## config.mk

```make
export PLATFORM = sky130hd
export DESIGN_NAME = super_io_watchdog_timer
export DESIGN_NICKNAME = d
export VERILOG_FILES = /design/src/hdl/watchdog_pkg.sv /design/src/hdl/super_io_watchdog_timer.sv /design/src/hdl/unit_tick_gen.sv
export SDC_FILE = /design/constraint.sdc
export NUM_CORES = 1
export LEC_CHECK = 0
export CORE_AREA = 5 5 114 116
export DETAILED_ROUTE_END_ITERATION = 8
export DIE_AREA = 0 0 119 121
export DONT_BUFFER_PORTS = 1
export PLACE_DENSITY = 0.75
export SETUP_SLACK_MARGIN = 0.3
export SLEW_MARGIN = 10
export SYNTH_ARGS = -nofsm -noshare
export SYNTH_HDL_FRONTEND = slang
export SYNTH_HIERARCHICAL = 1
export SYNTH_SLANG_ARGS = --single-unit
```

## constraint.sdc

```tcl
create_clock -name clk_sys -period 7 [get_ports clk_sys]
set_input_delay 0.35 -clock clk_sys [delete_from_list [all_inputs] [get_ports clk_sys]]
set_output_delay 0.35 -clock clk_sys [all_outputs]
set_load 0.005 [all_outputs]
```

## src/hdl/watchdog_pkg.sv

```systemverilog
// Shared types and constants for the super I/O expiry counter block
package watchdog_pkg;

  // Time base of the counter
  typedef enum logic [1:0] {
    UNIT_FAST = 2'b00,
    UNIT_SEC  = 2'b01,
    UNIT_MIN  = 2'b10
  } unit_t;

  // Time-out pulse sequencer
  typedef enum logic {
    OUT_IDLE  = 1'b0,
    OUT_PULSE = 1'b1
  } out_state_t;

  // One host I/O cycle, same clock as the block
  typedef struct packed {
    logic wr;
    logic rd;
    logic [15:0] addr;
    logic [7:0] data;
  } io_req_t;

  // Configuration register layout, bit 7 down to bit 0
  typedef struct packed {
    logic unitSec;
    logic krstEn;
    logic fastUnit;
    logic pwrgdEn;
    logic [3:0] irqLevel;
  } wdt_cfg_t;

  // Reload enables held in event-control bits 7..5
  typedef struct packed {
    logic irEn;
    logic mouseEn;
    logic kbdEn;
  } evt_en_t;

  // Host I/O ports
  localparam logic [15:0] IDX_PORT_ADDR = 16'h002e;
  localparam logic [15:0] DATA_PORT_ADDR = 16'h002f;

  // Configuration index space
  localparam logic [7:0] REG_LDN = 8'h07;
  localparam logic [7:0] LDN_WATCHDOG = 8'h07;
  localparam logic [7:0] REG_EVT_CTL = 8'h71;
  localparam logic [7:0] REG_CFG = 8'h72;
  localparam logic [7:0] REG_TO_LOW = 8'h73;
  localparam logic [7:0] REG_TO_HIGH = 8'h74;
  localparam logic [7:0] UNMAPPED_READ = 8'h00;

  // Reset values
  localparam logic [7:0] IDX_RESET = 8'h00;
  localparam logic [7:0] LDN_RESET = 8'h00;
  localparam logic [2:0] EVT_EN_RESET = 3'h0;
  localparam logic [7:0] CFG_RESET = 8'h20;
  localparam logic [7:0] TO_LOW_RESET = 8'h38;
  localparam logic [7:0] TO_HIGH_RESET = 8'h00;

  // Field positions
  localparam int EVT_IR_BIT = 7;
  localparam int EVT_FORCE_BIT = 1;
  localparam int CFG_POWER_GOOD_OUTPUT_BIT = 4;
  localparam logic [3:0] EVT_RSVD_READ = 4'h0;

  // Counter and interrupt constants
  localparam logic [15:0] CNT_ZERO = 16'h0000;
  localparam logic [15:0] CNT_ONE = 16'h0001;
  localparam logic [3:0] IRQ_LEVEL_NONE = 4'h0;
  localparam logic [15:0] IRQ_NONE = 16'h0000;
  localparam logic [15:0] IRQ_BIT0 = 16'h0001;

  // Timing, in nanoseconds and derived clock cycles
  localparam int CLK_PERIOD_NS = 25;
  localparam int FAST_UNIT_NS = 62_500_000;
  localparam int SECOND_NS = 1_000_000_000;
  localparam int SECONDS_PER_MINUTE = 60;
  localparam int PULSE_NS = 500;
  localparam int FAST_UNIT_CYCLES = FAST_UNIT_NS / CLK_PERIOD_NS;
  localparam int SECOND_CYCLES = SECOND_NS / CLK_PERIOD_NS;
  localparam int PULSE_CYCLES = (PULSE_NS + CLK_PERIOD_NS - 1) / CLK_PERIOD_NS;
  localparam logic [7:0] PULSE_LAST = 8'(PULSE_CYCLES - 1);

endpackage

```

## src/hdl/super_io_watchdog_timer.sv

```systemverilog
// Expiry counter of the super I/O controller with index/data host port
`timescale 1ns/10ps
`default_nettype none

module super_io_watchdog_timer
#(
  parameter int FAST_CYCLES = watchdog_pkg::FAST_UNIT_CYCLES,
  parameter int SEC_CYCLES = watchdog_pkg::SECOND_CYCLES,
  parameter logic POWER_GOOD_OUTPUT_DEFAULT = 1'b0
)
(
  // Clock and reset
  input wire logic clk_sys,
  input wire logic rst,
  // Host I/O port
  input wire watchdog_pkg::io_req_t ioReq,
  output logic [7:0] ioRdData,
  output logic ioRdValid,
  // Reload events from on-chip controllers
  input wire logic infraredReceiverIrq,
  input wire logic mouseIrq,
  input wire logic keyboardIrq,
  // Time-out outputs
  output logic keyboardResetOutputN,
  output logic powerGoodOutput,
  output logic [15:0] irqLines
);
  import watchdog_pkg::*;

  localparam wdt_cfg_t CFG_RST_VAL =
    wdt_cfg_t'(CFG_RESET | (8'(POWER_GOOD_OUTPUT_DEFAULT) << CFG_POWER_GOOD_OUTPUT_BIT));

  // Register file state
  logic [7:0] index_r;
  logic [7:0] index_nxt;
  logic [7:0] ldn_r;
  logic [7:0] ldn_nxt;
  evt_en_t evtEn_r;
  evt_en_t evtEn_nxt;
  wdt_cfg_t cfg_r;
  wdt_cfg_t cfg_nxt;
  logic [7:0] toLow_r;
  logic [7:0] toLow_nxt;
  logic [7:0] toHigh_r;
  logic [7:0] toHigh_nxt;
  logic [7:0] rdData_r;
  logic [7:0] rdData_nxt;
  logic rdValid_r;
  logic rdValid_nxt;

  // Counter state
  logic [15:0] cnt_r;
  logic [15:0] cnt_nxt;
  logic expired_r;
  logic expired_nxt;
  logic [2:0] evtPrev_r;
  logic [2:0] evtPrev_nxt;

  // Output sequencer state
  out_state_t outState_r;
  out_state_t outState_nxt;
  logic [7:0] pulseCnt_r;
  logic [7:0] pulseCnt_nxt;
  logic kbdN_r;
  logic kbdN_nxt;
  logic pwrGood_r;
  logic pwrGood_nxt;
  logic [15:0] irq_r;
  logic [15:0] irq_nxt;

  // Decode and events
  logic idxWr;
  logic idxRd;
  logic dataWr;
  logic dataRd;
  logic wdtSel;
  logic forceReq;
  logic wrLow;
  logic wrHigh;
  logic [2:0] evtNow;
  logic [2:0] evtRise;
  logic reloadReq;
  logic expireEvt;
  logic restartTick;
  logic unitTick;
  unit_t unitSel;
  logic [7:0] regRead;

  // Port decode; watchdog registers only map while device 7 is selected
  // index then data
  always_comb
  begin
    idxWr = ioReq.wr && (ioReq.addr == IDX_PORT_ADDR);
    idxRd = ioReq.rd && (ioReq.addr == IDX_PORT_ADDR);
    dataWr = ioReq.wr && (ioReq.addr == DATA_PORT_ADDR);
    dataRd = ioReq.rd && (ioReq.addr == DATA_PORT_ADDR);
    wdtSel = (ldn_r == LDN_WATCHDOG);
    forceReq = dataWr && wdtSel && (index_r == REG_EVT_CTL) &&
               ioReq.data[EVT_FORCE_BIT];
    wrLow = dataWr && wdtSel && (index_r == REG_TO_LOW);
    wrHigh = dataWr && wdtSel && (index_r == REG_TO_HIGH);
  end

  // Read mux; force bit never stored, so it always reads zero
  always_comb
  begin
    regRead = UNMAPPED_READ;
    if (index_r == REG_LDN)
    begin
      regRead = ldn_r;
    end
    else if (wdtSel)
    begin
      case (index_r)
        REG_EVT_CTL: regRead = {evtEn_r, EVT_RSVD_READ, cnt_r == CNT_ZERO};
        REG_CFG: regRead = cfg_r;
        REG_TO_LOW: regRead = toLow_r;
        REG_TO_HIGH: regRead = toHigh_r;
        default: regRead = UNMAPPED_READ;
      endcase
    end
  end

  // Register file next values
  always_comb
  begin
    index_nxt = index_r;
    ldn_nxt = ldn_r;
    evtEn_nxt = evtEn_r;
    cfg_nxt = cfg_r;
    toLow_nxt = toLow_r;
    toHigh_nxt = toHigh_r;
    rdData_nxt = rdData_r;
    rdValid_nxt = 1'b0;
    if (idxWr)
    begin
      index_nxt = ioReq.data;
    end
    if (dataWr)
    begin
      if (index_r == REG_LDN)
      begin
        ldn_nxt = ioReq.data;
      end
      else if (wdtSel)
      begin
        case (index_r)
          REG_EVT_CTL: evtEn_nxt = evt_en_t'(ioReq.data[EVT_IR_BIT -: 3]);
          REG_CFG: cfg_nxt = wdt_cfg_t'(ioReq.data);
          REG_TO_LOW: toLow_nxt = ioReq.data;
          REG_TO_HIGH: toHigh_nxt = ioReq.data;
          default: ;
        endcase
      end
    end
    if (idxRd)
    begin
      rdData_nxt = index_r;
      rdValid_nxt = 1'b1;
    end
    else if (dataRd)
    begin
      rdData_nxt = regRead;
      rdValid_nxt = 1'b1;
    end
  end

  // Register file flops
  always_ff @(posedge clk_sys)
  begin
    if (rst)
    begin
      index_r <= IDX_RESET;
      ldn_r <= LDN_RESET;
      evtEn_r <= evt_en_t'(EVT_EN_RESET);
      cfg_r <= CFG_RST_VAL;
      toLow_r <= TO_LOW_RESET;
      toHigh_r <= TO_HIGH_RESET;
      rdData_r <= UNMAPPED_READ;
      rdValid_r <= 1'b0;
    end
    else
    begin
      index_r <= index_nxt;
      ldn_r <= ldn_nxt;
      evtEn_r <= evtEn_nxt;
      cfg_r <= cfg_nxt;
      toLow_r <= toLow_nxt;
      toHigh_r <= toHigh_nxt;
      rdData_r <= rdData_nxt;
      rdValid_r <= rdValid_nxt;
    end
  end

  // Time base selection: fast unit overrides seconds/minutes
  // unit select
  always_comb
  begin
    if (cfg_r.fastUnit)
      unitSel = UNIT_FAST;
    else if (cfg_r.unitSec)
      unitSel = UNIT_SEC;
    else
      unitSel = UNIT_MIN;
  end

  unit_tick_gen #(
    .FAST_CYCLES(FAST_CYCLES),
    .SEC_CYCLES(SEC_CYCLES),
    .SEC_PER_MIN(SECONDS_PER_MINUTE)
  ) u_tick (
    .clk_sys(clk_sys),
    .rst(rst),
    .restart(restartTick),
    .unitSel(unitSel),
    .tick(unitTick)
  );

  // Counter; reloads only re-arm a running count, never a stopped one
  always_comb
  begin
    evtNow = {infraredReceiverIrq, mouseIrq, keyboardIrq};
    evtRise = evtNow & ~evtPrev_r;
    reloadReq = (|(evtRise & evtEn_r)) && (cnt_r != CNT_ZERO);
    evtPrev_nxt = evtNow;
    cnt_nxt = cnt_r;
    expireEvt = 1'b0;
    restartTick = 1'b0;
    if (forceReq)
    begin
      cnt_nxt = CNT_ZERO;
      expireEvt = 1'b1;
    end
    else if (wrLow)
    begin
      cnt_nxt = {toHigh_r, ioReq.data};
      restartTick = 1'b1;
    end
    else if (wrHigh)
    begin
      cnt_nxt = {ioReq.data, toLow_r};
      restartTick = 1'b1;
    end
    else if (reloadReq)
    begin
      cnt_nxt = {toHigh_r, toLow_r};
      restartTick = 1'b1;
    end
    else if (unitTick && (cnt_r != CNT_ZERO))
    begin
      cnt_nxt = cnt_r - CNT_ONE;
      expireEvt = (cnt_r == CNT_ONE);
    end
    expired_nxt = expireEvt ? 1'b1 : (restartTick ? 1'b0 : expired_r);
  end

  // Counter flops
  always_ff @(posedge clk_sys)
  begin
    if (rst)
    begin
      cnt_r <= CNT_ZERO;
      expired_r <= 1'b0;
      evtPrev_r <= EVT_EN_RESET;
    end
    else
    begin
      cnt_r <= cnt_nxt;
      expired_r <= expired_nxt;
      evtPrev_r <= evtPrev_nxt;
    end
  end

  // Output pulse sequencer; a second time-out mid-pulse is absorbed
  always_comb
  begin
    outState_nxt = outState_r;
    pulseCnt_nxt = pulseCnt_r;
    kbdN_nxt = kbdN_r;
    pwrGood_nxt = pwrGood_r;
    case (outState_r)
      OUT_IDLE:
      begin
        if (expireEvt && (cfg_r.krstEn || cfg_r.pwrgdEn))
        begin
          outState_nxt = OUT_PULSE;
          pulseCnt_nxt = PULSE_LAST;
          kbdN_nxt = !cfg_r.krstEn;
          pwrGood_nxt = !cfg_r.pwrgdEn;
        end
      end
      OUT_PULSE:
      begin
        if (pulseCnt_r == '0)
        begin
          outState_nxt = OUT_IDLE;
          kbdN_nxt = 1'b1;
          pwrGood_nxt = 1'b1;
        end
        else
        begin
          pulseCnt_nxt = pulseCnt_r - 8'h01;
        end
      end
      default:
      begin
        outState_nxt = OUT_IDLE;
        kbdN_nxt = 1'b1;
        pwrGood_nxt = 1'b1;
      end
    endcase
    irq_nxt = (expired_r && (cfg_r.irqLevel != IRQ_LEVEL_NONE)) ?
              (IRQ_BIT0 << cfg_r.irqLevel) : IRQ_NONE;
  end

  // Output flops
  always_ff @(posedge clk_sys)
  begin
    if (rst)
    begin
      outState_r <= OUT_IDLE;
      pulseCnt_r <= '0;
      kbdN_r <= 1'b1;
      pwrGood_r <= 1'b1;
      irq_r <= IRQ_NONE;
    end
    else
    begin
      outState_r <= outState_nxt;
      pulseCnt_r <= pulseCnt_nxt;
      kbdN_r <= kbdN_nxt;
      pwrGood_r <= pwrGood_nxt;
      irq_r <= irq_nxt;
    end
  end

  assign ioRdData = rdData_r;
  assign ioRdValid = rdValid_r;
  assign keyboardResetOutputN = kbdN_r;
  assign powerGoodOutput = pwrGood_r;
  assign irqLines = irq_r;
endmodule

`default_nettype wire

```

## src/hdl/unit_tick_gen.sv

```systemverilog
// Time base divider: one tick per fast unit, second or minute
`timescale 1ns/10ps
`default_nettype none

module unit_tick_gen
#(
  parameter int FAST_CYCLES = watchdog_pkg::FAST_UNIT_CYCLES,
  parameter int SEC_CYCLES = watchdog_pkg::SECOND_CYCLES,
  parameter int SEC_PER_MIN = watchdog_pkg::SECONDS_PER_MINUTE
)
(
  // Clock and reset
  input wire logic clk_sys,
  input wire logic rst,
  // Control
  input wire logic restart,
  input wire watchdog_pkg::unit_t unitSel,
  // Tick out
  output logic tick
);
  import watchdog_pkg::*;

  logic [31:0] cycCnt_r;
  logic [31:0] cycCnt_nxt;
  logic [7:0] secCnt_r;
  logic [7:0] secCnt_nxt;
  logic tick_r;
  logic tick_nxt;
  logic [31:0] limit;
  logic cycWrap;

  // Divider next state; >= so a unit change never overruns the limit
  always_comb
  begin
    limit = (unitSel == UNIT_FAST) ? 32'(FAST_CYCLES - 1)
                                   : 32'(SEC_CYCLES - 1);
    cycWrap = (cycCnt_r >= limit);
    cycCnt_nxt = cycWrap ? '0 : cycCnt_r + 32'h1;
    secCnt_nxt = secCnt_r;
    tick_nxt = 1'b0;
    if (restart)
    begin
      cycCnt_nxt = '0;
      secCnt_nxt = '0;
    end
    else if (cycWrap)
    begin
      case (unitSel)
        UNIT_MIN:
        begin
          if (secCnt_r >= 8'(SEC_PER_MIN - 1))
          begin
            secCnt_nxt = '0;
            tick_nxt = 1'b1;
          end
          else
          begin
            secCnt_nxt = secCnt_r + 8'h01;
          end
        end
        default:
        begin
          secCnt_nxt = '0;
          tick_nxt = 1'b1;
        end
      endcase
    end
  end

  // Divider registers
  always_ff @(posedge clk_sys)
  begin
    if (rst)
    begin
      cycCnt_r <= '0;
      secCnt_r <= '0;
      tick_r <= 1'b0;
    end
    else
    begin
      cycCnt_r <= cycCnt_nxt;
      secCnt_r <= secCnt_nxt;
      tick_r <= tick_nxt;
    end
  end

  assign tick = tick_r;

endmodule

`default_nettype wire

```

== Word-level counts from Yosys, hierarchy flattened ==
Index checks and enable logic that the tools add are counted.
Operators by class
  $add $sub $neg: 4
  $lt $le $gt $ge: 2
  equal/unequal tests: 13
  shifts and indexed selects: 1
  multiplexer cells: 40
  bitwise gates (word level): 7
  reduce and logical (&&, ||, !) cells: 37
Operator list (count)
  16-bit 2-to-1 mux: 4
  8-bit 2-to-1 mux: 8
  32-bit by 1-bit adder with 32-bit output, second input constant: 1
  16-bit by 6-bit equality test with 1-bit output, second input constant: 2
  8-bit by 7-bit equality test with 1-bit output, second input constant: 4
  32-bit greater-or-equal comparator: 1
  8-bit one-hot mux with 4 select lines: 1
  26-bit 2-to-1 mux: 1
  1-bit 2-to-1 mux: 20
  16-bit by 1-bit equality test with 1-bit output, second input constant: 1
  8-bit by 3-bit equality test with 1-bit output, second input constant: 2
  16-bit logical NOT: 1
  8-bit one-hot mux with 2 select lines: 1
  4-bit AND reduction: 4
  16-bit nonzero test: 1
  1-bit by 4-bit left shift with 16-bit output, first input constant: 1
  16-bit by 1-bit subtractor with 16-bit output, second input constant: 1
  1-bit logical AND: 13
  3-bit OR reduction: 3
  8-bit by 1-bit adder with 8-bit output, second input constant: 1
  8-bit by 6-bit greater-or-equal comparator with 1-bit output, second input constant: 1
  8-bit logical NOT: 1
  4-bit nonzero test: 2
  8-bit by 1-bit subtractor with 8-bit output, second input constant: 1
  14 further kinds: 28
Storage, ports and cells
  register bits: 140
  bits of input ports: 31
  output and inout port bits: 27

== Longest topological paths before layout ==
Gate-level depths: netlist (run 1).
  word-level depth: 12
  mapped depth: 14
  depth with buffers taken out: 10

== Cells and area by module ==
The synthesis (run 1) kept the hierarchy.
Modules (own cells, without submodules)
  super_io_watchdog_timer: times used 1, cells each 597, area each 4988.5 sq um
  unit_tick_gen: times used 1, cells each 230, area each 2006.9 sq um

== Worst setup path before layout (run 1) ==
Ideal clock, no wire load.
  kind: register to register
  start: reg cnt_r[0]
  end: reg u_tick.cycCnt_r[10]
  library setup time: 0.064 ns
  arrival: 2.792 ns
  required time: 6.936 ns
  setup slack: 4.144 ns
  stages on the path, launching flop included: 15
  path buffers: 4
  period minus slack after synthesis: 2.856 ns
  cell sequence: dfxtp_1 inv_1 ha_1 nor3b_2 nand4_1 nand2_2 and2_1 buf_2 nor2_1 or2_2 buf_1 or3_1 buf_6 buf_8 nor2_1
Between the ends
  longest elaborated chain between the ends: 7
Ends and longest elaborated chain
  from (decl): RTL line super_io_watchdog_timer.sv:52  | logic [15:0] cnt_r;
  from (signal assigned): RTL line super_io_watchdog_timer.sv:268  | cnt_r <= cnt_nxt;
  16-bit nonzero test: RTL line super_io_watchdog_timer.sv:224  | reloadReq = (|(evtRise & evtEn_r)) && (cnt_r != CNT_ZERO);
  1-bit logical AND: RTL line super_io_watchdog_timer.sv:224
  1-bit 2-to-1 mux: RTL line super_io_watchdog_timer.sv:244  | else if (reloadReq)
  1-bit 2-to-1 mux: RTL line super_io_watchdog_timer.sv:239  | else if (wrHigh)
  1-bit 2-to-1 mux: RTL line super_io_watchdog_timer.sv:234  | else if (wrLow)
  1-bit 2-to-1 mux: RTL line super_io_watchdog_timer.sv:229  | if (forceReq)
  named net restartTick: RTL line super_io_watchdog_timer.sv:84  | logic restartTick;
  3-bit OR reduction (no source line)
  to (signal assigned): RTL line unit_tick_gen.sv:81  | cycCnt_r <= cycCnt_nxt;
  to (decl): RTL line unit_tick_gen.sv:23  | logic [31:0] cycCnt_r;
The timed path passes the listed nets, and every way through them passes these cells.
A chain may end at the register's enable or synchronous reset.

== Worst setup path in the final report (run 1) ==
  start: reg cnt_r[0]
  end: reg u_tick.cycCnt_r[15]
Same word-level chain as after synthesis.

==> qor.tcl, run 1 <==
set qor(outcome) {completed}
set qor(finalWorstPathRequiredPeriod_ps) 3490
set qor(crit_top_cell) {sky130_fd_sc_hd__nor2_1}
set qor(core_area_sq_um) 11800
set qor(post_route_drc_violation_count) 0
set qor(worstSetupPathDepth) 10
set qor(wire_length_of_the_first_global_routing_pass_microns) 29700
set qor(dp_cells) 940
set qor(dpl.hpwl_microns) 13000
set qor(clk-insertion-delay-late_ps) 420
set qor(grt_start_max_net_pins) 29
set qor(synth.lib_cells_used.distinct) 82
set qor(worstSetupPathType) {reg -> reg}
set qor(floorplan.initialDensity_pct) 59.2
set qor(worstSetupStartpointType) {flip-flop}
set qor(detail_route.iter0.violations) 725
set qor(unrepaired_setup_endpoints_after_global_routing) {no}
set qor(rrSetupSlack_ps) 3510
set qor(asyncSetResetFlopFracSynth_pct) 0
set qor(viasPerCell) 6.43
set qor(io_pins) 58
set qor(hold_buffers) 4
set qor(r2r-start) {cnt_r[0]}
set qor(firstDrtPassIters) 5
set qor(synth.yosys.warnings) 6
set qor(cts-root-buf) {sky130_fd_sc_hd__clkbuf_16}
set qor(chipWidth_microns) 119
set qor(insertedDiodeCount) 0
set qor(final-instance-count-excl-fill) 976
set qor(finalSetupViolations) 0
set qor(detail_route.wl_per_cell_microns) 18.9
set qor(mappedNetlistArea_sq_um) 7000
set qor(synth.ff_latch_count) 140
set qor(tritoncts_clock_tree) {yes}
set qor(critical_path.endpoint_type) {flip-flop}
set qor(irDropWorstVdd_v) 0.000221
set qor(cap_violations) 0
set qor(timing.hold.worst.class) {in -> reg}
set qor(timing.hold.ws_ps) 22.0
set qor(synth-edff-count) 0
set qor(critPathTopFamily) {simple AND/OR/NAND/NOR gates}
set qor(cts_made_buffers) 17
set qor(detail_route.wirelength_microns) 18400
set qor(final-seq-area_sq_um) 2800
set qor(row_count) 40
set qor(worst_hold_path.endpoint) {powerGoodOutput}
set qor(multi_input_comb_area_sq_um) 3890
set qor(h-tree-depth) 4
set qor(timing.clock.skew_ps) 7.36
set qor(synthesis.area_per_instance_sq_um) 8.46
set qor(global_route.usage.total_pct) 25.8
set qor(hold_violations) 0
set qor(timing.critical_path.slowest_stage_cell) {sky130_fd_sc_hd__or3_1}
set qor(clock-sinks) 140
set qor(floorplan.die_area_sq_um) 14400
set qor(die_outline_height_microns) 121
set qor(post_synth_inst_count) 827
set qor(global_route.overflow_total) 0
set qor(synth_flop_cell) {sky130_fd_sc_hd__dfxtp_1}
set qor(finalWeightedCongestion) 0.969
set qor(worst-path-buf-inv) 1
set qor(cp_cell_sequence) {inv_1 > ha_1 > nor3b_2 > nand4_1 > nand2_2 > and2_1 > nor2_1 > or2_2 > or3_1 > nor2_1}
set qor(worst_ep_arrival_time_ps) 3830
set qor(final_min_period_over_clock_period_pct) 49.8
set qor(synth-seq-area-share_pct) 40.1
set qor(post_cts_resize_count) 0
set qor(worstPathMaxFanout) 28
set qor(antenna_found_initial) 0
set qor(clock.fmax_ghz) 0.287
set qor(max-clock-path-buffers) 2
set qor(hp-start) {rst}
set qor(route.vias.total) 6280
set qor(maxSlewHeadroom_pct) 30.4
set qor(finalSetupTns_ps) 0
set qor(hold_path_depth) 1
set qor(power_per_cell_area_nw_per_um2) 273
set qor(drt.antenna.violating_nets) 0
set qor(p_leak_nw) 2.52
set qor(share_of_final_layout_standard_cells_stronger_than_drive_strength_1_pct) 8.56
set qor(ff2ff_path_depth) 10
set qor(timing_max_transition_violations_final) 0
set qor(numPortBuffers) 0
set qor(required_ps) 7350
set qor(slowest_delay_ps) 760
set qor(areaGrowthSynthToFinish_pct) 8.37
set qor(clkSlewWorstSetupHoldPaths_ps) 60
set qor(worstMarginPinSlew_ps) 1040
set qor(number_of_global_route_vias_before_repair) 5815
set qor(filler_cell_count) 1014
set qor(post-cts-setup-buffer-count) 0
set qor(r2r-end) {u_tick/cycCnt_r[15]}
set qor(num-nets-final) 858
## sequential cells by signal, indices dropped and copies added, names as in the netlist
register,count
pulseCnt_r,8
u_tick/tick,1
expired_r,1
index_r,8
irqLines,16
outState_r,1
cnt_r,16
keyboardResetOutputN,1
toHigh_r,8
evtPrev_r,3
powerGoodOutput,1
ioRdValid,1
u_tick/secCnt_r,8
toLow_r,8
ioRdData,8
evtEn_r,3
ldn_r,8
cfg_r,8
u_tick/cycCnt_r,32
## metal layers
metal	wire length, microns	track usage (%)
met3	1670	6.11
met2	8340	39.8
met5	0	0
met4	570	11.9
met1	7830	34.2
## final cells by class
class / instances / area share (%)
Tap cell: 147 / 2.43
Clock buffer: 18 / 5.79
Timing Repair Buffer: 7 / 0.825
Multi-Input combinational cell: 629 / 51.3
Sequential cell: 140 / 37.0
Inverter: 21 / 1.04
Clock inverter: 14 / 1.62
## layout by cell type, fill, tap and decap left out, types with 7 or more instances in the layout
cell type / netlist / final
sky130_fd_sc_hd__or3_1: 8 / 8
sky130_fd_sc_hd__xnor2_1: 16 / 16
sky130_fd_sc_hd__dfxtp_1: 140 / 140
sky130_fd_sc_hd__a22oi_1: 12 / 12
sky130_fd_sc_hd__nand3b_1: 8 / 8
sky130_fd_sc_hd__nand2_1: 117 / 117
sky130_fd_sc_hd__ha_1: 11 / 11
sky130_fd_sc_hd__nor2b_1: 11 / 11
sky130_fd_sc_hd__nor2_1: 109 / 109
sky130_fd_sc_hd__o211ai_1: 10 / 10
sky130_fd_sc_hd__nor3_1: 15 / 15
sky130_fd_sc_hd__nand4_1: 15 / 15
sky130_fd_sc_hd__nand3_1: 33 / 33
sky130_fd_sc_hd__mux2i_1: 15 / 15
sky130_fd_sc_hd__and2_1: 7 / 7
sky130_fd_sc_hd__nor4_1: 14 / 14
sky130_fd_sc_hd__a211oi_1: 10 / 10
sky130_fd_sc_hd__inv_1: 21 / 21
sky130_fd_sc_hd__a21oi_1: 45 / 45
sky130_fd_sc_hd__a31oi_1: 7 / 7
sky130_fd_sc_hd__conb_1: 2 / 7
sky130_fd_sc_hd__xor2_1: 16 / 16
sky130_fd_sc_hd__clkbuf_16: 0 / 17
sky130_fd_sc_hd__and3_1: 11 / 11
sky130_fd_sc_hd__o21ai_0: 14 / 14
## power breakdown
| part | internal (mW) | total (mW) | switching, mW | leakage, nW |
|---|---|---|---|---|
| Combinational | 0.135 | 0.330 | 0.195 | 1.11 |
| Clock | 0.475 | 0.852 | 0.377 | 0.276 |
| Sequential | 0.836 | 0.890 | 0.0541 | 1.13 |
| Total | 1.45 | 2.07 | 0.626 | 2.52 |
## synthesized netlist by cell type (4+ instances only)
master	instances	area, sq um
sky130_fd_sc_hd__o211ai_1	10	75.1
sky130_fd_sc_hd__nand4b_1	4	35.0
sky130_fd_sc_hd__o2111ai_1	6	52.6
sky130_fd_sc_hd__clkbuf_1	12	45.0
sky130_fd_sc_hd__a2111oi_2	5	75.1
sky130_fd_sc_hd__or3_1	8	50.1
sky130_fd_sc_hd__xor2_1	16	140
sky130_fd_sc_hd__a211o_1	4	35.0
sky130_fd_sc_hd__nand3b_1	8	60.1
sky130_fd_sc_hd__nor3_1	15	75.1
sky130_fd_sc_hd__nand4_1	15	93.8
sky130_fd_sc_hd__and3_1	11	68.8
sky130_fd_sc_hd__dfxtp_1	140	2800
sky130_fd_sc_hd__and4b_1	5	50.1
sky130_fd_sc_hd__nand2_1	117	439
sky130_fd_sc_hd__ha_1	11	138
sky130_fd_sc_hd__nand2b_1	6	37.5
sky130_fd_sc_hd__buf_2	17	85.1
sky130_fd_sc_hd__nand3_1	33	165
sky130_fd_sc_hd__and2_1	7	43.8
sky130_fd_sc_hd__a32o_1	4	40.0
sky130_fd_sc_hd__nor4_1	14	87.6
sky130_fd_sc_hd__inv_1	21	78.8
sky130_fd_sc_hd__nor2_1	109	409
sky130_fd_sc_hd__o221ai_1	6	52.6
sky130_fd_sc_hd__a22oi_1	12	90.1
sky130_fd_sc_hd__buf_4	4	30.0
sky130_fd_sc_hd__a211oi_1	10	75.1
sky130_fd_sc_hd__nor2b_1	11	68.8
sky130_fd_sc_hd__or4_1	4	30.0
sky130_fd_sc_hd__xnor2_1	16	140
sky130_fd_sc_hd__a31oi_1	7	43.8
sky130_fd_sc_hd__o21ai_0	14	70.1
sky130_fd_sc_hd__mux2i_1	15	150
sky130_fd_sc_hd__a21oi_1	45	225
## stage by stage
stage               util (%)  worst slack (ps)  power [mW]  cell area, sq um
floorplan                  -              4140        1.15              7010
global placement        59.1              3750        1.21              6980
detailed placement      59.1              3580        1.21              6980
CTS                     64.2              3560        2.07              7580
global route            64.2              3260        2.16              7580
finish                  64.2              3510        2.07              7580
## kinds of logic (layout without fill, tap and decap cells)
family	after synthesis	count (layout)	synth area share, %
compound gates	160	160	16.8
xor+xnor	32	32	4.01
fa+ha+maj	11	11	1.97
buf+inv	63	60	4.58
flops	140	140	40.1
mux	15	15	2.15
other cells	2	7	0.107
simple gates	404	404	30.3
## worst max path at each step
| stage | startpoint | slack, ps | endpoint |
|---|---|---|---|
| global placement | cnt_r[0] | 3750 | u_tick/cycCnt_r[18] |
| global route | cnt_r[0] | 3260 | u_tick/secCnt_r[7] |
| finish | cnt_r[0] | 3510 | u_tick/cycCnt_r[15] |
| floorplan | cnt_r[0] | 4140 | u_tick/cycCnt_r[10] |
| CTS | cnt_r[0] | 3560 | u_tick/cycCnt_r[15] |
| detailed placement | cnt_r[0] | 3580 | u_tick/cycCnt_r[15] |
Note: power is estimated with default switching activity, not from simulation.
==> run 2, diff against run 1 <==
ABC_AREA = 1   (was default)
CORE_AREA = 5 5 120 122   (was 5 5 114 116)
DIE_AREA = 0 0 125 127   (was 0 0 119 121)
PLACE_DENSITY = 0.76   (was 0.75)
clock period = 3.2 ns   (was 7 ns; I/O delays follow)
==> run 2 against run 1 <==
Total power grew 77%; fmax increased by 29%; cell count up 30%; highest routed layer unchanged.
==> qor.tcl, run 2 <==
set qor(areaGrowthSynthToFinish_pct) 10.6
set qor(r2r-end) {u_tick/cycCnt_r[23]}
set qor(total_power_mw) 3.66
set qor(clock.fmax_ghz) 0.370
set qor(netlist_top_cells_count) {sky130_fd_sc_hd__nand2_1, sky130_fd_sc_hd__dfxtp_1, sky130_fd_sc_hd__nor2_1, sky130_fd_sc_hd__inv_1, sky130_fd_sc_hd__o21ai_0}
set qor(timing.clock.skew_ps) 8.79
set qor(finalWeightedCongestion) 0.984
set qor(cts-root-buf) {sky130_fd_sc_hd__clkbuf_16}
set qor(io_pins) 58
set qor(worstSetupStartpointType) {flip-flop}
set qor(worst_hold_path.endpoint) {cfg_r[1]}
set qor(cts_made_buffers) 17
set qor(clock-sinks) 140
set qor(row_count) 42
set qor(irDropWorstVdd_v) 0.000536
set qor(clk-insertion-delay-late_ps) 420
set qor(unrepaired_setup_endpoints_after_global_routing) {no}
set qor(grt_util_met2_pct) 36.5
set qor(final-seq-area_sq_um) 2800
set qor(r2r-start) {cnt_r[0]}
set qor(timing_max_transition_violations_final) 0
set qor(synth_top_cell_by_area) {sky130_fd_sc_hd__dfxtp_1}
set qor(hold_path_depth) 2
set qor(global_route.overflow_total) 0
set qor(tritoncts_clock_tree) {yes}
set qor(placedInstanceArea_sq_um) 7640
set qor(critical_path.endpoint_type) {flip-flop}
set qor(insertedDiodeCount) 0
set qor(busiest_layer) {met2}
set qor(finalWorstPathRequiredPeriod_ps) 2700
set qor(worst_ep_arrival_time_ps) 3050
set qor(clkSlewWorstSetupHoldPaths_ps) 60
set qor(fin_area_sq_um) 8330
set qor(route.vias.total) 6922
set qor(h-tree-depth) 4
set qor(global_route.usage.total_pct) 24.1
set qor(grt.met1_usage_pct) 34.4
set qor(hold_violations) 0
set qor(synth-edff-count) 0
set qor(floorplan.die_area_sq_um) 15900
set qor(required_ps) 3550
set qor(post_synth_main_area_contributors) {sky130_fd_sc_hd__dfxtp_1, sky130_fd_sc_hd__nand2_1, sky130_fd_sc_hd__nor2_1}
set qor(dp_cells) 1223
set qor(finalSetupViolations) 0
set qor(synth-seq-area-share_pct) 37.2
set qor(regMostFlops) {u_tick/cycCnt_r}
set qor(antenna_found_initial) 0
set qor(post_synth_inst_count) 1064
set qor(cell_with_the_most_instances_after_synthesis) {sky130_fd_sc_hd__nand2_1}
set qor(groute.layer.met3.usage_pct) 6.01
set qor(post-cts-setup-buffer-count) 0
set qor(filler_cell_count) 1148
set qor(dpl.hpwl_microns) 13800
set qor(numPortBuffers) 0
set qor(share_of_final_layout_standard_cells_stronger_than_drive_strength_1_pct) 9.99
set qor(post_route_drc_violation_count) 0
set qor(cap_violations) 0
set qor(hp-start) {ioReq[1]}
set qor(drt.antenna.violating_nets) 0
set qor(power_per_cell_area_nw_per_um2) 440
set qor(synth_flop_cell) {sky130_fd_sc_hd__dfxtp_1}
set qor(maxSlewHeadroom_pct) 41.2
set qor(synthDominantCellAreaShare_pct) 37.2
set qor(asyncSetResetFlopFracSynth_pct) 0
set qor(viasPerCell) 5.46
set qor(ff2ff_path_depth) 12
set qor(worstPathMaxFanout) 14
set qor(num-nets-final) 1121
set qor(synth.lib_cells_used.distinct) 45
set qor(die_outline_height_microns) 127
set qor(wire_length_of_the_first_global_routing_pass_microns) 31500
set qor(largest_reg_flops) 32
set qor(final-instance-count-excl-fill) 1267
set qor(synthesis.area_per_instance_sq_um) 7.08
set qor(synth.ff_latch_count) 140
set qor(finalSetupTns_ps) 0
set qor(firstDrtPassIters) 6
set qor(mappedNetlistArea_sq_um) 7540
set qor(layout_common_cells) {sky130_fd_sc_hd__nand2_1, sky130_fd_sc_hd__dfxtp_1, sky130_fd_sc_hd__nor2_1, sky130_fd_sc_hd__inv_1, sky130_fd_sc_hd__o21ai_0}
set qor(worstMarginPinSlew_ps) 879
set qor(multi_input_comb_area_sq_um) 4070
set qor(p_leak_nw) 3.60
set qor(detail_route.wirelength_microns) 19300
set qor(grt_start_max_net_pins) 37
set qor(detail_route.iter0.violations) 655
set qor(rrSetupSlack_ps) 500
set qor(chipWidth_microns) 125
set qor(timing.hold.worst.class) {in -> reg}
set qor(core_area_sq_um) 13100
set qor(max-clock-path-buffers) 2
set qor(detail_route.wl_per_cell_microns) 15.2
set qor(number_of_global_route_vias_before_repair) 6296
set qor(floorplan.initialDensity_pct) 57.6
set qor(most_common_cell_after_layout_fill_and_taps_aside) {sky130_fd_sc_hd__nand2_1}
set qor(outcome) {completed}
set qor(final_min_period_over_clock_period_pct) 84.5
set qor(synth.yosys.warnings) 6
set qor(worstSetupPathType) {reg -> reg}
==> run 2: cell count changes after synthesis, sizes merged, moves of 21 or more <==
cell / delta
a21oi: +21
nand2: +95
nor2: +65
o21ai: +72
inv: +125
nand3: +41
==> run 2: report_power, final <==
group	internal [mW]	switching (mW)	leakage, nW	total, mW
sequential	1.75	0.00276	1.13	1.75
clock	1.12	0.719	0.266	1.84
combinational	0.0223	0.0497	2.20	0.0720
==> run 2: final cells by class <==
| class | instances | area share, % |
|---|---|---|
| Clock buffer | 24 | 5.78 |
| Inverter | 147 | 6.62 |
| Tap cell | 176 | 2.64 |
| Timing Repair Buffer | 14 | 1.74 |
| Multi-Input combinational cell | 759 | 48.8 |
| Sequential cell | 140 | 33.6 |
| Clock inverter | 7 | 0.781 |
==> run 2: worst max-delay path by stage <==
stage                           to  cells after the start  slack, ps      from
2_1_floorplan   u_tick/secCnt_r[3]                     13       1060  cnt_r[0]
3_3_place_gp   u_tick/cycCnt_r[22]                     12        590  cnt_r[0]
3_5_place_dp   u_tick/cycCnt_r[19]                     12        470  cnt_r[0]
4_1_cts        u_tick/cycCnt_r[19]                     12        460  cnt_r[0]
5_1_grt        u_tick/cycCnt_r[23]                     12        300  cnt_r[0]
6_report       u_tick/cycCnt_r[23]                     12        500  cnt_r[0]
==> run 2: cell families after synthesis <==
logic type               share of synthesized area (%)
AND/OR/NAND/NOR                                   33.1
AO/OA/AOI/OAI                                     14.1
buffers and inverters                             9.33
flip-flops                                        37.2
XOR/XNOR                                          4.30
adder cells (fa/ha/maj)                           1.83
other                                           0.0997
==> run 2: repair_timing <==
item	4_1_cts	5_1_grt
hold buffers	12	0
endpoints found under the setup margin	0	28
hold endpoints to repair	66	0
gates resized for setup	0	1
==> run 2: critical path, cell delays in order, from the launching register on <==
cell and delay (ps):
sky130_fd_sc_hd__dfxtp_1 320, sky130_fd_sc_hd__inv_1 120, sky130_fd_sc_hd__ha_1 210, sky130_fd_sc_hd__nand3_2 140, sky130_fd_sc_hd__nor2_4 180, sky130_fd_sc_hd__nand2_1 130, sky130_fd_sc_hd__nand2_4 160, sky130_fd_sc_hd__nand3_2 130
sky130_fd_sc_hd__nand2_2 110, sky130_fd_sc_hd__inv_1 60, sky130_fd_sc_hd__nor2_1 420, sky130_fd_sc_hd__nand3_4 440, sky130_fd_sc_hd__nor2_1 190
==> run 2: stage by stage <==
step                setup WS, ps  hold slack, ps  util, %
CTS                          460            1.42     63.5
floorplan                   1060             267        -
global placement             593             239     58.4
detailed placement           473             241     58.4
global route                 301            19.1     63.7
finish                       497            27.1     63.7
==> run 2: layer usage <==
layer  routed length [microns]  vias up
li1                          -     3476
met1                      8890     3154
met2                      8610      260
met3                      1380       32
met4                       367        0
met5                         0        -
==> run 3, diff against run 2 <==
clock period = 2.3 ns   (was 3.2 ns; I/O delays follow)
==> run 3 against run 2 <==
Clock power grew 54%; non-clock buffer count grew 38; first-iteration DRC count grew 10%; sequential power grew 39%; combinational power grew 57%; wire length grew 7.7%; worst hold slack lost 15 ps; flip-flop and latch count is the same; global-route usage grew 1.7 points.
==> qor.tcl, run 3 (same netlist as run 2, synthesis figures left out) <==
set qor(outcome) {completed}
set qor(finalSetupTns_ps) 0
set qor(floorplan.initialDensity_pct) 57.6
set qor(crit_top_cell) {sky130_fd_sc_hd__nor2_4}
set qor(power_per_cell_area_nw_per_um2) 598
set qor(viasPerCell) 5.54
set qor(timing.critical_path.slowest_stage_cell) {sky130_fd_sc_hd__dfxtp_4}
set qor(global_route.usage.total_pct) 25.9
set qor(floorplan.die_area_sq_um) 15900
set qor(finalSetupViolations) 0
set qor(cts-root-buf) {sky130_fd_sc_hd__clkbuf_16}
set qor(p_leak_nw) 3.88
set qor(wire_length_of_the_first_global_routing_pass_microns) 34000
set qor(timing_max_transition_violations_final) 0
set qor(critical_path.startpoint) {cfg_r[7]}
set qor(regMostFlops) {u_tick/cycCnt_r}
set qor(final-instance-count-excl-fill) 1307
set qor(p_clk_share_pct) 52.6
set qor(share_of_final_layout_standard_cells_stronger_than_drive_strength_1_pct) 16.1
set qor(netSwitchingPower_mw) 1.15
set qor(worstPathMaxFanout) 6
set qor(cap_violations) 0
set qor(p_sw_share_pct) 21.5
set qor(timing.hold.worst.class) {in -> reg}
set qor(detail_route.wirelength_microns) 20700
set qor(worstSetupPathType) {reg -> reg}
set qor(num-nets-final) 1160
set qor(r2r-start) {cfg_r[7]}
set qor(layout_common_cells) {sky130_fd_sc_hd__nand2_1, sky130_fd_sc_hd__dfxtp_1, sky130_fd_sc_hd__inv_1, sky130_fd_sc_hd__nor2_1, sky130_fd_sc_hd__o21ai_0}
set qor(detail_route.wl_per_cell_microns) 15.9
set qor(number_of_global_route_vias_before_repair) 6857
set qor(ff2ff_path_depth) 15
set qor(hold_violations) 0
set qor(maxSlewHeadroom_pct) 61.4
set qor(unrepaired_setup_endpoints_after_global_routing) {yes}
set qor(firstDrtPassIters) 5
set qor(grt_start_max_net_pins) 38
set qor(chipWidth_microns) 125
set qor(fraction_of_power_consumed_by_sequential_logic_pct) 45.3
set qor(internal_power_mw) 4.23
set qor(hold_path_depth) 6
set qor(worstSetupStartpointType) {flip-flop}
set qor(finalWorstPathRequiredPeriod_ps) 2030
set qor(numPortBuffers) 0
set qor(post_route_drc_violation_count) 0
set qor(total_power_mw) 5.38
set qor(worstMarginPinSlew_ps) 578
set qor(utilization_pct) 68.8
set qor(cts_made_buffers) 17
set qor(pwr-share-comb_pct) 2.1
set qor(finalWeightedCongestion) 0.949
set qor(areaGrowthSynthToFinish_pct) 19.4
set qor(insertedDiodeCount) 0
set qor(slowest_delay_ps) 380
set qor(antenna_found_initial) 0
set qor(dpl.hpwl_microns) 13700
set qor(drt.antenna.violating_nets) 0
set qor(die_outline_height_microns) 127
set qor(max-clock-path-buffers) 2
set qor(clk-insertion-delay-late_ps) 430
set qor(required_ps) 2610
set qor(worst_ep_arrival_time_ps) 2340
set qor(final_min_period_over_clock_period_pct) 88.2
set qor(clock-sinks) 140
set qor(most_common_cell_after_layout_fill_and_taps_aside) {sky130_fd_sc_hd__nand2_1}
set qor(detail_route.iter0.violations) 721
set qor(tritoncts_clock_tree) {yes}
set qor(critical_path.endpoint_type) {flip-flop}
set qor(route.vias.total) 7235
set qor(io_pins) 58
set qor(timing.hold.ws_ps) 12.2
set qor(irDropWorstVdd_v) 0.000627
set qor(largest_reg_flops) 32
set qor(hp-start) {ioReq[6]}
set qor(h-tree-depth) 4
set qor(core_area_sq_um) 13100
set qor(clock.fmax_ghz) 0.493
set qor(dp_cells) 1233
set qor(row_count) 42
set qor(global_route.overflow_total) 0
set qor(cp_cell_sequence) {inv_4 > nor2_4 > nor2_4 > buf_4 > buf_4 > nand2_2 > nand2_1 > nor2_1 > nand2_1 > nor2_4 > nand2_4 > nand3_4 > buf_6 > buf_12 > nor2_4}
set qor(clkSlewWorstSetupHoldPaths_ps) 60
set qor(filler_cell_count) 1075
set qor(timing.clock.skew_ps) 10.6
==> run 3: cell count changes in the layout (fill, tap and decap cells not counted), sizes merged <==
cell / change
buf: +37
clkbuf: -3
bufinv: +2
clkinv: +2
clkinvlp: +2
dlygate4sd3: +1
inv: -1
nand2: +1
nand3: -1
==> run 3: layout make-up <==
cell class | instances | area [sq um] | area share [%]
clock buffer | 21 | 460 | 5.12
clock inverter | 11 | 143 | 1.59
inverter | 147 | 558 | 6.20
multi-input combinational | 759 | 4230 | 47.0
sequential | 140 | 2820 | 31.3
tap | 176 | 220 | 2.45
timing repair buffer | 52 | 567 | 6.30
timing repair inverter | 1 | 5.00 | 0.0556
==> run 3: worst max-delay path, delay by kind of cell (launching register included) <==
family | cells | cell delay, ps
buffers and inverters | 5 | 610
DFF | 1 | 380
and+or+nand+nor | 10 | 910
==> run 3: through the flow <==
| stage | instance area [sq um] | setup slack, ps |
|---|---|---|
| final | 9000 | 271 |
| after global routing | 9000 | 149 |
| after CTS | 8780 | 288 |
| after detailed placement | 7750 | 54.2 |
| after global placement | 7750 | 117 |
| after floorplan | 7570 | 332 |
==> run 3: power groups by stage <==
| stage | logic, mW | registers (mW) | clock network, mW |
|---|---|---|---|
| 2_1_floorplan | 0.0514 | 2.49 | 0 |
| 3_3_place_gp | 0.0592 | 2.49 | 0 |
| 3_5_place_dp | 0.0598 | 2.49 | 0 |
| 4_1_cts | 0.106 | 2.44 | 2.84 |
| 5_1_grt | 0.123 | 2.44 | 2.96 |
| 6_report | 0.113 | 2.44 | 2.83 |
==> run 3: final timing paths <==
path                                            to  slack [ps]
worst max-delay path            u_tick/cycCnt_r[6]         270
worst max register to register  u_tick/cycCnt_r[6]         270
worst min-delay path                     cnt_r[14]          10
worst min register to register  u_tick/cycCnt_r[0]         440
==> run 3: what timing repair did <==
item,in CTS,in global routing
hold endpoints to repair,71,0
gates resized for setup,20,37
hold buffers,13,0
setup buffers,14,11
gates cloned,2,2
pin swaps,8,13
setup endpoints to repair,51,66
==> run 3: per-layer routing <==
layer	track usage, %	vias to the layer above	part of all wire (%)
li1	-	3557	-
met1	34.4	3304	43
met2	41.5	312	46
met3	5.43	62	8.1
met4	10.3	0	3.2
met5	0	-	0
